`src/inc/prts_pkg.sv`:
```
package prts_pkg;
	localparam int ADDR_W = 12;
	localparam int DATA_W = 8;
	localparam int FERR_W = 20;
	localparam int BUF_AW = 8;
	localparam int CLK_PERIOD_NS = 40;

	// timeout step sizes, selected by the low two bits of the step-size register
	localparam int STEP0_NS = 15625;
	localparam int STEP1_NS = 62500;
	localparam int STEP2_NS = 1000000;
	localparam int STEP3_NS = 4000000;
	localparam int STEP0_CYC = STEP0_NS / CLK_PERIOD_NS;
	localparam int STEP1_CYC = STEP1_NS / CLK_PERIOD_NS;
	localparam int STEP2_CYC_DEF = STEP2_NS / CLK_PERIOD_NS;
	localparam int STEP3_CYC_DEF = STEP3_NS / CLK_PERIOD_NS;

	localparam logic [15:0] COUNT_SINGLE = 16'h0000;
	localparam logic [15:0] COUNT_CONT = 16'hffff;

	localparam logic [ADDR_W-1:0] OFS_STEP_SIZE = 12'h900;
	localparam logic [ADDR_W-1:0] OFS_COUNT_HI = 12'h901;
	localparam logic [ADDR_W-1:0] OFS_COUNT_LO = 12'h902;
	localparam logic [ADDR_W-1:0] OFS_COMMAND = 12'h903;
	localparam logic [ADDR_W-1:0] OFS_FLAGS = 12'h904;
	localparam logic [ADDR_W-1:0] OFS_CLEAR = 12'h905;
	localparam logic [ADDR_W-1:0] OFS_ROUTE0 = 12'h906;
	localparam logic [ADDR_W-1:0] OFS_ROUTE1 = 12'h907;
	localparam logic [ADDR_W-1:0] OFS_ROUTE2 = 12'h908;
	localparam logic [ADDR_W-1:0] OFS_SNR = 12'h909;
	localparam logic [ADDR_W-1:0] OFS_RX_LEN = 12'h90a;
	localparam logic [ADDR_W-1:0] OFS_RX_FIRST = 12'h90b;
	localparam logic [ADDR_W-1:0] OFS_MODE = 12'h90c;
	localparam logic [ADDR_W-1:0] OFS_TX_BASE = 12'h90d;
	localparam logic [ADDR_W-1:0] OFS_RX_BASE = 12'h90e;
	localparam logic [ADDR_W-1:0] OFS_IQ_INV = 12'h90f;
	localparam logic [ADDR_W-1:0] OFS_BUF_PTR = 12'h910;
	localparam logic [ADDR_W-1:0] OFS_BUF_DATA = 12'h911;
	localparam logic [ADDR_W-1:0] OFS_FERR_HIGH = 12'h954;
	localparam logic [ADDR_W-1:0] OFS_FERR_MID = 12'h955;
	localparam logic [ADDR_W-1:0] OFS_FERR_LOW = 12'h956;

	localparam logic [DATA_W-1:0] OP_STANDBY = 8'h00;
	localparam logic [DATA_W-1:0] OP_START_TX = 8'h01;
	localparam logic [DATA_W-1:0] OP_START_RX = 8'h02;

	localparam int FLG_TX_DONE = 0;
	localparam int FLG_RX_DONE = 1;
	localparam int FLG_PREAMBLE = 2;
	localparam int FLG_SYNC = 3;
	localparam int FLG_HDR_OK = 4;
	localparam int FLG_HDR_FAIL = 5;
	localparam int FLG_CRC_FAIL = 6;
	localparam int FLG_TIMEOUT = 7;

	localparam logic [DATA_W-1:0] RST_BYTE = 8'h00;
	localparam logic [FERR_W-1:0] RST_FERR = 20'h00000;

	typedef enum logic [2:0] {
		MODE_STANDBY = 3'b001,
		MODE_TX = 3'b010,
		MODE_RX = 3'b100
	} prts_mode_t;

	typedef struct packed {
		prts_mode_t mode;
		logic rx_cont;
		logic timer_run;
		logic [16:0] presc;
		logic [15:0] steps;
		logic [7:0] step_size;
		logic [7:0] count_hi;
		logic [7:0] count_lo;
		logic [7:0] flags;
		logic [2:0][7:0] route;
		logic [7:0] snr;
		logic [7:0] rx_len;
		logic [7:0] rx_first;
		logic [7:0] rx_wr;
		logic [7:0] tx_base;
		logic [7:0] rx_base;
		logic [7:0] tx_rd;
		logic [7:0] tx_byte;
		logic iq_inv;
		logic [7:0] buf_ptr;
		logic [19:0] ferr;
		logic [7:0] rdata;
	} prts_state_t;
endpackage

```
`src/core/prts_sequencer.sv`:
```
`timescale 1ns/100ps
// How it works
// - end of transmission raises transmit-complete flag and leaves rc standby.
// - expired armed timeout raises timeout flag and returns to rc standby.
// - start commands take step size and 16-bit count; nonzero count arms timeout, except all ones on receive.
// - after transmit done or transmit timeout, go to standby without commands.
// - clear-flags write clears flags under ones in mask, keeps the rest.
// - receive-complete flag rises on any detected packet, valid or not.
// - preamble-detected flag rises when a valid preamble is seen.
// - header-ok flag on valid header, header-fail flag on bad header.
// - sync-match flag rises when sync word is detected.
// - checksum-fail flag rises when received checksum mismatches.
// - receive timeout raises timeout flag when no packet detected in time.
// - receive count zero: single reception, no timeout, standby after packet.
// - receive count all ones: continuous until host sends another mode command.
// - continuous reception reports every packet and keeps searching.
// - other counts arm timer; standby at timer end or packet received.
// - packet detection under armed receive timeout stops the timer.
// - packet snr is two's complement, quarter-dB units.
// - each event pin is OR of routed flags, low once they clear.
// - receive buffer status gives last length and first-byte position.
// - signed 20-bit frequency error across three bytes, msb at lowest address.
// - frequency error sign flips when receiver iq inversion is selected.
// - buffer write stores first byte at the given offset.
module prts_sequencer #(
	parameter int STEP2_CYC = prts_pkg::STEP2_CYC_DEF,
	parameter int STEP3_CYC = prts_pkg::STEP3_CYC_DEF
) (
	input wire logic sys_clk_i,
	input wire logic rst_i,
	input wire logic [prts_pkg::ADDR_W-1:0] addr_i,
	input wire logic [prts_pkg::DATA_W-1:0] wdata_i,
	input wire logic wr_i,
	input wire logic rd_i,
	output logic [prts_pkg::DATA_W-1:0] rdata_o,
	input wire logic tx_end_i,
	input wire logic tx_byte_req_i,
	output logic [7:0] tx_byte_o,
	input wire logic preamble_i,
	input wire logic sync_i,
	input wire logic header_ok_i,
	input wire logic header_fail_i,
	input wire logic pkt_detect_i,
	input wire logic rx_byte_valid_i,
	input wire logic [7:0] rx_byte_i,
	input wire logic rx_done_i,
	input wire logic crc_fail_i,
	input wire logic [7:0] snr_i,
	input wire logic ferr_valid_i,
	input wire logic [prts_pkg::FERR_W-1:0] ferr_i,
	output logic tx_active_o,
	output logic rx_active_o,
	output logic standby_o,
	output logic [2:0] dio_o
);
	import prts_pkg::*;

	prts_state_t st_q;
	prts_state_t st_d;
	logic [7:0] mem_q [0:(1<<BUF_AW)-1];
	logic mem_we;
	logic [BUF_AW-1:0] mem_wa;
	logic [7:0] mem_wd;
	logic [7:0] set_ev;
	logic [15:0] count;

	function automatic logic [16:0] step_cycles(input logic [7:0] sz);
		logic [16:0] c;
		c = 17'(STEP0_CYC);
		unique case (sz[1:0])
			2'd0: c = 17'(STEP0_CYC);
			2'd1: c = 17'(STEP1_CYC);
			2'd2: c = 17'(STEP2_CYC);
			2'd3: c = 17'(STEP3_CYC);
		endcase
		return c;
	endfunction

	function automatic logic hit(input logic [ADDR_W-1:0] a, input logic [ADDR_W-1:0] ofs);
		return a == ofs;
	endfunction

	assign count = {st_q.count_hi, st_q.count_lo};

	always_comb begin
		st_d = st_q;
		mem_we = 1'b0;
		mem_wa = st_q.buf_ptr;
		mem_wd = wdata_i;
		set_ev = 8'h00;
		st_d.rdata = RST_BYTE;

		// events only count in the mode they belong to
		set_ev[FLG_TX_DONE] = st_q.mode == MODE_TX && tx_end_i;
		set_ev[FLG_RX_DONE] = st_q.mode == MODE_RX && rx_done_i;
		set_ev[FLG_PREAMBLE] = st_q.mode == MODE_RX && preamble_i;
		set_ev[FLG_SYNC] = st_q.mode == MODE_RX && sync_i;
		set_ev[FLG_HDR_OK] = st_q.mode == MODE_RX && header_ok_i;
		set_ev[FLG_HDR_FAIL] = st_q.mode == MODE_RX && header_fail_i;
		set_ev[FLG_CRC_FAIL] = st_q.mode == MODE_RX && crc_fail_i;

		// timer: count of steps, each step a prescaled number of cycles
		if (st_q.timer_run) begin
			if (st_q.presc == 17'd0) begin
				st_d.presc = step_cycles(st_q.step_size) - 17'd1;
				st_d.steps = st_q.steps - 16'd1;
				if (st_q.steps == 16'd1) begin
					set_ev[FLG_TIMEOUT] = 1'b1;
					st_d.timer_run = 1'b0;
					st_d.mode = MODE_STANDBY;
				end
			end else begin
				st_d.presc = st_q.presc - 17'd1;
			end
		end

		unique case (st_q.mode)
			MODE_STANDBY: begin
			end
			MODE_TX: begin
				if (tx_end_i) begin
					st_d.mode = MODE_STANDBY;
					st_d.timer_run = 1'b0;
				end
			end
			MODE_RX: begin
				if (pkt_detect_i) begin
					st_d.timer_run = 1'b0;
					st_d.rx_wr = 8'h00;
				end
				if (rx_done_i) begin
					st_d.rx_len = st_q.rx_wr;
					st_d.rx_first = st_q.rx_base;
					st_d.snr = snr_i;
					// continuous reception never leaves rx on a packet
					if (!st_q.rx_cont) begin
						st_d.mode = MODE_STANDBY;
						st_d.timer_run = 1'b0;
					end
				end
			end
		endcase

		if (tx_byte_req_i) begin
			st_d.tx_byte = mem_q[st_q.tx_rd];
			st_d.tx_rd = st_q.tx_rd + 8'd1;
		end

		if (ferr_valid_i) begin
			// inverted iq mirrors the spectrum, so the estimate flips sign
			st_d.ferr = st_q.iq_inv ? FERR_W'(-ferr_i) : ferr_i;
		end

		if (wr_i) begin
			if (hit(addr_i, OFS_STEP_SIZE)) st_d.step_size = wdata_i;
			if (hit(addr_i, OFS_COUNT_HI)) st_d.count_hi = wdata_i;
			if (hit(addr_i, OFS_COUNT_LO)) st_d.count_lo = wdata_i;
			if (hit(addr_i, OFS_ROUTE0)) st_d.route[0] = wdata_i;
			if (hit(addr_i, OFS_ROUTE1)) st_d.route[1] = wdata_i;
			if (hit(addr_i, OFS_ROUTE2)) st_d.route[2] = wdata_i;
			if (hit(addr_i, OFS_TX_BASE)) st_d.tx_base = wdata_i;
			if (hit(addr_i, OFS_RX_BASE)) st_d.rx_base = wdata_i;
			if (hit(addr_i, OFS_IQ_INV)) st_d.iq_inv = wdata_i[0];
			if (hit(addr_i, OFS_BUF_PTR)) st_d.buf_ptr = wdata_i;
			if (hit(addr_i, OFS_BUF_DATA)) begin
				mem_we = 1'b1;
				st_d.buf_ptr = st_q.buf_ptr + 8'd1;
			end
			if (hit(addr_i, OFS_COMMAND)) begin
				st_d.presc = step_cycles(st_q.step_size) - 17'd1;
				st_d.steps = count;
				st_d.rx_cont = 1'b0;
				st_d.timer_run = 1'b0;
				if (wdata_i == OP_START_TX) begin
					st_d.mode = MODE_TX;
					st_d.tx_rd = st_q.tx_base;
					st_d.timer_run = count != COUNT_SINGLE;
				end else if (wdata_i == OP_START_RX) begin
					st_d.mode = MODE_RX;
					st_d.rx_wr = 8'h00;
					st_d.rx_cont = count == COUNT_CONT;
					st_d.timer_run = count != COUNT_SINGLE && count != COUNT_CONT;
				end else begin
					st_d.mode = MODE_STANDBY;
				end
			end
		end

		// a received byte owns the buffer port; a host write in that cycle is lost
		if (st_q.mode == MODE_RX && rx_byte_valid_i) begin
			mem_we = 1'b1;
			mem_wa = st_q.rx_base + st_q.rx_wr;
			mem_wd = rx_byte_i;
			st_d.rx_wr = st_q.rx_wr + 8'd1;
		end

		// set wins over a clear in the same cycle
		st_d.flags = st_q.flags | set_ev;
		if (wr_i && hit(addr_i, OFS_CLEAR)) begin
			st_d.flags = (st_q.flags & ~wdata_i) | set_ev;
		end

		if (rd_i) begin
			unique case (addr_i)
				OFS_STEP_SIZE: st_d.rdata = st_q.step_size;
				OFS_COUNT_HI: st_d.rdata = st_q.count_hi;
				OFS_COUNT_LO: st_d.rdata = st_q.count_lo;
				OFS_FLAGS: st_d.rdata = st_q.flags;
				OFS_ROUTE0: st_d.rdata = st_q.route[0];
				OFS_ROUTE1: st_d.rdata = st_q.route[1];
				OFS_ROUTE2: st_d.rdata = st_q.route[2];
				OFS_SNR: st_d.rdata = st_q.snr;
				OFS_RX_LEN: st_d.rdata = st_q.rx_len;
				OFS_RX_FIRST: st_d.rdata = st_q.rx_first;
				OFS_MODE: st_d.rdata = {5'h00, st_q.mode};
				OFS_TX_BASE: st_d.rdata = st_q.tx_base;
				OFS_RX_BASE: st_d.rdata = st_q.rx_base;
				OFS_IQ_INV: st_d.rdata = {7'h00, st_q.iq_inv};
				OFS_BUF_PTR: st_d.rdata = st_q.buf_ptr;
				OFS_BUF_DATA: begin
					st_d.rdata = mem_q[st_q.buf_ptr];
					st_d.buf_ptr = st_q.buf_ptr + 8'd1;
				end
				OFS_FERR_HIGH: st_d.rdata = {{4{st_q.ferr[19]}}, st_q.ferr[19:16]};
				OFS_FERR_MID: st_d.rdata = st_q.ferr[15:8];
				OFS_FERR_LOW: st_d.rdata = st_q.ferr[7:0];
				default: st_d.rdata = RST_BYTE;
			endcase
		end
	end

	always_ff @(posedge sys_clk_i) begin
		if (rst_i) begin
			st_q <= '0;
			st_q.mode <= MODE_STANDBY;
		end else begin
			st_q <= st_d;
		end
	end

	// buffer contents are not reset; software writes before it reads
	always_ff @(posedge sys_clk_i) begin
		if (mem_we) begin
			mem_q[mem_wa] <= mem_wd;
		end
	end

	assign rdata_o = st_q.rdata;
	assign tx_byte_o = st_q.tx_byte;
	assign tx_active_o = st_q.mode == MODE_TX;
	assign rx_active_o = st_q.mode == MODE_RX;
	assign standby_o = st_q.mode == MODE_STANDBY;
	always_comb begin
		for (int i = 0; i < 3; i++) begin
			dio_o[i] = |(st_q.flags & st_q.route[i]);
		end
	end
endmodule

```
`config.mk`:
```
export PLATFORM = sky130hd
export DESIGN_NAME = prts_sequencer
export DESIGN_NICKNAME = d
export VERILOG_FILES = /design/src/inc/prts_pkg.sv /design/src/core/prts_sequencer.sv
export SDC_FILE = /design/constraint.sdc
export NUM_CORES = 2
export LEC_CHECK = 0
export BUFFER_PORTS_ARGS = -buffer_cell sky130_fd_sc_hd__buf_2
export CORE_ASPECT_RATIO = 1.4
export CORE_MARGIN = 2
export CORE_UTILIZATION = 39
export CTS_CLUSTER_DIAMETER = 100
export CTS_CLUSTER_SIZE = 10
export DETAILED_ROUTE_END_ITERATION = 16
export PLACE_DENSITY_LB_ADDON = 0.15
export SLEW_MARGIN = 10
export SYNTH_ARGS = -nofsm -noshare
export SYNTH_HDL_FRONTEND = slang
export SYNTH_SLANG_ARGS = --single-unit
export TNS_END_PERCENT = 50
```
`constraint.sdc`:
```
create_clock -name sys_clk_i -period 19 [get_ports sys_clk_i]
set_input_delay 1.9 -clock sys_clk_i [delete_from_list [all_inputs] [get_ports sys_clk_i]]
set_output_delay 1.9 -clock sys_clk_i [all_outputs]
set_load 0.05 [all_outputs]
```
### After elaboration in Yosys (flattened, before gate mapping)

Memories as Yosys holds them, arrays and structs flattened. A register that Yosys moved wholly into a read port is not among the register bits.
Cells that the tools add are included.

| word-level totals | value |
|---|---|
| register bits after elaboration | 195 |
| bits in writable memories | 2048 |
| output and inout port bits | 22 |
| memories kept | 1 |

Memories:

| name | words | width | read ports | clocked after Yosys merged registers in | write ports | line | RTL |
|---|---|---|---|---|---|---|---|
| mem_q | 256 | 8 | 2 | 2 | 1 | prts_sequencer.sv:60 | `logic [7:0] mem_q [0:(1<<BUF_AW)-1];` |

| cells by class | value |
|---|---|
| add/subtract/negate cells | 9 |
| eq/ne operators | 32 |
| mux-type cells | 64 |
| bitwise gates (word level) | 8 |
| reduce and logical (&&, ||, !) cells | 28 |

Operators by type and width:

| operator | number |
|---|---|
| equality test 12 bit, second input constant | 21 |
| 2-to-1 mux 8 bit | 23 |
| case mux 8 bit (19 select lines) | 1 |
| 2-to-1 mux 17 bit | 5 |
| case mux 17 bit (4 select lines) | 1 |
| 2-to-1 mux 62 bit | 1 |
| subtractor 17 x 1 -> 17 bit, second input constant | 3 |
| 2-to-1 mux 38 bit | 1 |
| 2-to-1 mux 34 bit | 1 |
| bitwise AND 8 bit | 4 |
| 2-to-1 mux 16 bit | 2 |
| 2-to-1 mux 32 bit | 1 |
| adder 8 x 1 -> 8 bit, second input constant | 3 |
| 2-to-1 mux 3 bit | 8 |
| OR reduction 8 bit | 3 |
| AND reduction 2 bit | 11 |
| 2-to-1 mux 20 bit | 1 |
| negation 20 bit | 1 |
| logical NOT 17 bit | 1 |
| equality test 16 x 1 -> 1 bit, second input constant | 1 |
| equality test 16 bit, second input constant | 1 |
| 2-to-1 mux 1 bit | 16 |
| inequality test 16 bit, second input constant | 1 |
| OR 8 bit | 2 |
| 18 further kinds | 28 |

### Depth between registers and ports, before layout

| logic depth | value |
|---|---|
| depth after elaboration | 13 |
| mapped depth | 15 |
| mapped depth without buffers | 11 |

### Worst setup path before layout

No wires, ideal clock.

| timing | value |
|---|---|
| path kind | input -> register |
| start point | input port rx_byte_valid_i |
| end point | memory mem_q[0][0], data pin |
| library setup time | 2.187 ns |
| data arrival time | 12.315 ns |
| data required time | 16.813 ns |
| path slack | 4.498 ns |
| stages | 4 |
| buffers on the path | 2 |
| path through | and2_1 -> clkbuf_1 -> buf_2 -> o21ai_0 |

| between the ends | value |
|---|---|
| word-level cells in the longest chain between the ends | 2 |

Ends and longest elaborated chain:

| element | line | RTL |
|---|---|---|
| from (decl) | prts_sequencer.sv:44 | `input wire logic rx_byte_valid_i,` |
| logical AND 1 bit | prts_sequencer.sv:190 | `if (st_q.mode == MODE_RX && rx_byte_valid_i) begin` |
| 2-to-1 mux 8 bit | prts_sequencer.sv:190 |  |
| via mem_wd[0] | prts_sequencer.sv:63 | `logic [7:0] mem_wd;` |
| to (decl) | prts_sequencer.sv:60 |  |

The timed path passes the listed nets, and every way through them passes these cells.

==> impl_metrics.csv <==
group,metric,value,unit
outcome,outcome,"finished clean",
logic_synthesis,synth_top_area_share,57.4,%
timing,worst_slew_pin_slew,1.37,ns
worst_setup_path,max_stage_delay,0.72,ns
timing,hold_viol_final,0,
min_path,min_path_type,"reg2reg",
die,die_w,447,um
cts,postCtsSetupBuffers,0,
logic_synthesis,ys.flop_type,"edfxtp_1",
global_routing,grt_max_degree,154,
timing,min_period_over_period,31.1,%
timing,slew_viol_final,0,
worst_setup_path,cpMostUsedCell,"buf_4",
timing,skew,0.0473,ns
logic_synthesis,synthArstFlopShare,0,%
logic_synthesis,syn-cell-area,0.107,mm^2
power,total_leakage_power,36.0,nW
placement,hpwl,265000,um
routing,drt_pre_antenna_iters,9,
die,die_area,0.279,mm^2
routing,wl_per_cell,39.5,um
worst_setup_path,r2r-end,"rdata_o[7]$_SDFF_PP0_",
cts,cts-root-buf,"clkbuf_16",
cts,cts_made_buffers,266,
routing,drt-initial-drc-count,8109,
global_routing,antenna_found_initial,17,
placement,io_buffers,92,
power,power.density,88.3,mW/mm^2
worst_setup_path,r2r_start,"st_q[28]$_SDFF_PP0_",
worst_setup_path,r2r_cells,9,
worst_setup_path,crit_slowest_cell,"dfxtp_4",
min_path,hold_path_end,"st_q[77]$_SDFFE_PP0P_",
timing,rsz0062_at_grt,"false",
min_path,hold_depth,2,
cts,cts.htree.levels,5,
die,die_h,624,um
cts,clk_latency,0.85,ns
cts,cts_resized,0,
min_path,min_from,"st_q[77]$_SDFFE_PP0P_",
worst_setup_path,crit_fanout,34,
logic_synthesis,synthDistinctLibCells,87,
cts,ctsHoldBuffers,0,
placement,gp_congestion,0.966,
cells_and_area,utilization,43.8,%
timing,slew_headroom,8.25,%
global_routing,grt_pass1_vias,66742,
worst_setup_path,cp.required,19.67,ns
power,ir_worst_vdd,58.7,uV
routing,viasPerCell,6.52,
cts,clock-sinks,2243,
global_routing,grt_pass1_wl,553000,um
global_routing,grt_util_all_layers,28.6,%
logic_synthesis,synth_edf_count,2048,
timing,max_freq,169,MHz
cts,cts_tree,"yes",
logic_synthesis,synth_most_common_cell,"edfxtp_1",
routing,totalWireLength,402000,um
die,design.core.area,0.273,mm^2
timing,setup_viol,0,
worst_setup_path,cp-end-kind,"flop",
logic_synthesis,yosysWarnings,0,
cells_and_area,drive_above_1_share,29.0,%
worst_setup_path,crit_type,"reg2reg",
logic_synthesis,syn_inst,6265,
cts,clock_path_buffers,4,
logic_synthesis,ys_top_cells_by_area,"edfxtp_1, mux4_2, dfxtp_1, mux2i_1, nor3_1",
logic_synthesis,avgSynthCellArea,17.1,um^2
routing,drtAntennaViolNets,0,
logic_synthesis,ys_seq_area_share,61.1,%
worst_setup_path,startpoint_type,"flop",
logic_synthesis,ys_seq_elements,2243,
routing,drc_errors,0,
cts,cts.clk_slew.worst_paths,0.07,ns
cells_and_area,nets,6524,
worst_setup_path,path_cells,"buf_4 > buf_4 > buf_4 > mux4_2 > mux4_2 > a21oi_1 > o21ai_0 > a31oi_1 > o31ai_1",
global_routing,grt-ovfl-total,0,
power,power,10.6,mW
worst_setup_path,arrival,6.58,ns
run,maxCapViolations,0,
timing,tns,0,ns
die,io_pins,93,
worst_setup_path,timing.reg2reg.setup_slack,13.09,ns
logic_synthesis,synth_common_cells,"edfxtp_1, mux4_2, mux2i_1",
timing,fin_crit,5.91,ns
die,initial_core_util,39.2,%
routing,num_vias,66253,
logic_synthesis,synth_largest_area_cell,"edfxtp_1",
timing,finalHoldWorstSlack,0.455,ns
logic_synthesis,syn_nets,6359,
cells_and_area,area_growth_syn_to_layout,11.8,%
die,rows,227,
==> state kept, by name, summed over array words and instances, names as in the netlist <==
signal,cells
mem_q,2048
tx_byte_o,8
st_q,163
count,16
rdata_o,8
==> area by class of cell <==
cell class / instances / area, um^2
fillers: 23851 / 153000
repair buffers: 443 / 3260
clock inverters: 6 / 67.6
flip-flops and latches: 2243 / 65400
clock buffers: 327 / 7120
diodes: 10 / 25.0
inverters: 40 / 158
well taps: 3664 / 4580
multi-input cells: 3436 / 39000
==> worst max-delay path, delay by kind of cell (launching register included) <==
| kind | cells | cell delay (ns) |
|---|---|---|
| DFF | 1 | 0.72 |
| AOI/OAI and AO/OA | 4 | 1.69 |
| muxes | 2 | 1.15 |
| buffers and inverters | 3 | 2.00 |
==> placed cells by master, fill, tap and decap left out, types with 22 or more instances in the layout <==
cell / count
o22ai_1: 73
o221ai_1: 36
and3_1: 25
mux4_2: 1030
dfxtp_1: 181
a221oi_1: 40
buf_4: 338
a211oi_1: 74
a21oi_1: 227
mux2i_1: 341
edfxtp_1: 2048
nor2b_1: 23
nand2_1: 315
a22oi_1: 80
nand3_1: 57
o21ai_1: 27
nor3_2: 27
ha_1: 22
o211ai_1: 22
clkbuf_16: 277
xor2_1: 31
nor3_1: 276
inv_1: 35
buf_2: 91
o21ai_0: 87
nor2_1: 211
clkbuf_1: 50
==> layer usage <==
metal  vias up  wire, um  global-route usage [%]
met2      3526    196000                    47.4
met3       931     32300                    5.61
met1     35403    143000                    34.2
li1      26381         -                       -
met5         -        72                       0
met4        12     30000                    17.8
==> worst max-delay path by stage <==
stage                                   start  slack (ns)                      end
after detailed placement            addr_i[3]       12.37  mem_q[158][2]$_DFFE_PP_
after floorplan               rx_byte_valid_i        4.50    mem_q[0][0]$_DFFE_PP_
after global routing                addr_i[3]       12.99   mem_q[78][2]$_DFFE_PP_
final                     st_q[28]$_SDFF_PP0_       13.09    rdata_o[7]$_SDFF_PP0_
after global placement              addr_i[3]       12.44  mem_q[222][4]$_DFFE_PP_
after CTS                           addr_i[3]       13.19   mem_q[78][2]$_DFFE_PP_
==> where the power goes <==
part / total [mW] / switching (mW) / internal [mW]
Combinational: 0.623 / 0.387 / 0.236
Clock: 4.55 / 1.95 / 2.60
Sequential: 5.40 / 0.0138 / 5.39
Total: 10.6 / 2.35 / 8.22
==> kinds of logic after synthesis <==
kind of cell,after synthesis,share of synthesized area (%)
flops,2243,61.1
mux,1390,25.1
fa+ha+maj,23,0.276
simple gates,1101,4.86
buf+inv,586,2.83
xor+xnor,52,0.425
compound gates,870,5.46
==> through the flow <==
stage / std cells / instance area, um^2 / setup slack [ns]
final: 10169 / 120000 / 13.09
after global routing: 10160 / 120000 / 12.99
after CTS: 10159 / 120000 / 13.19
after detailed placement: 9826 / 112000 / 12.37
after global placement: 9825 / 112000 / 12.44
after floorplan: 6265 / 107000 / 4.50
(Power assumes the default switching activity.)
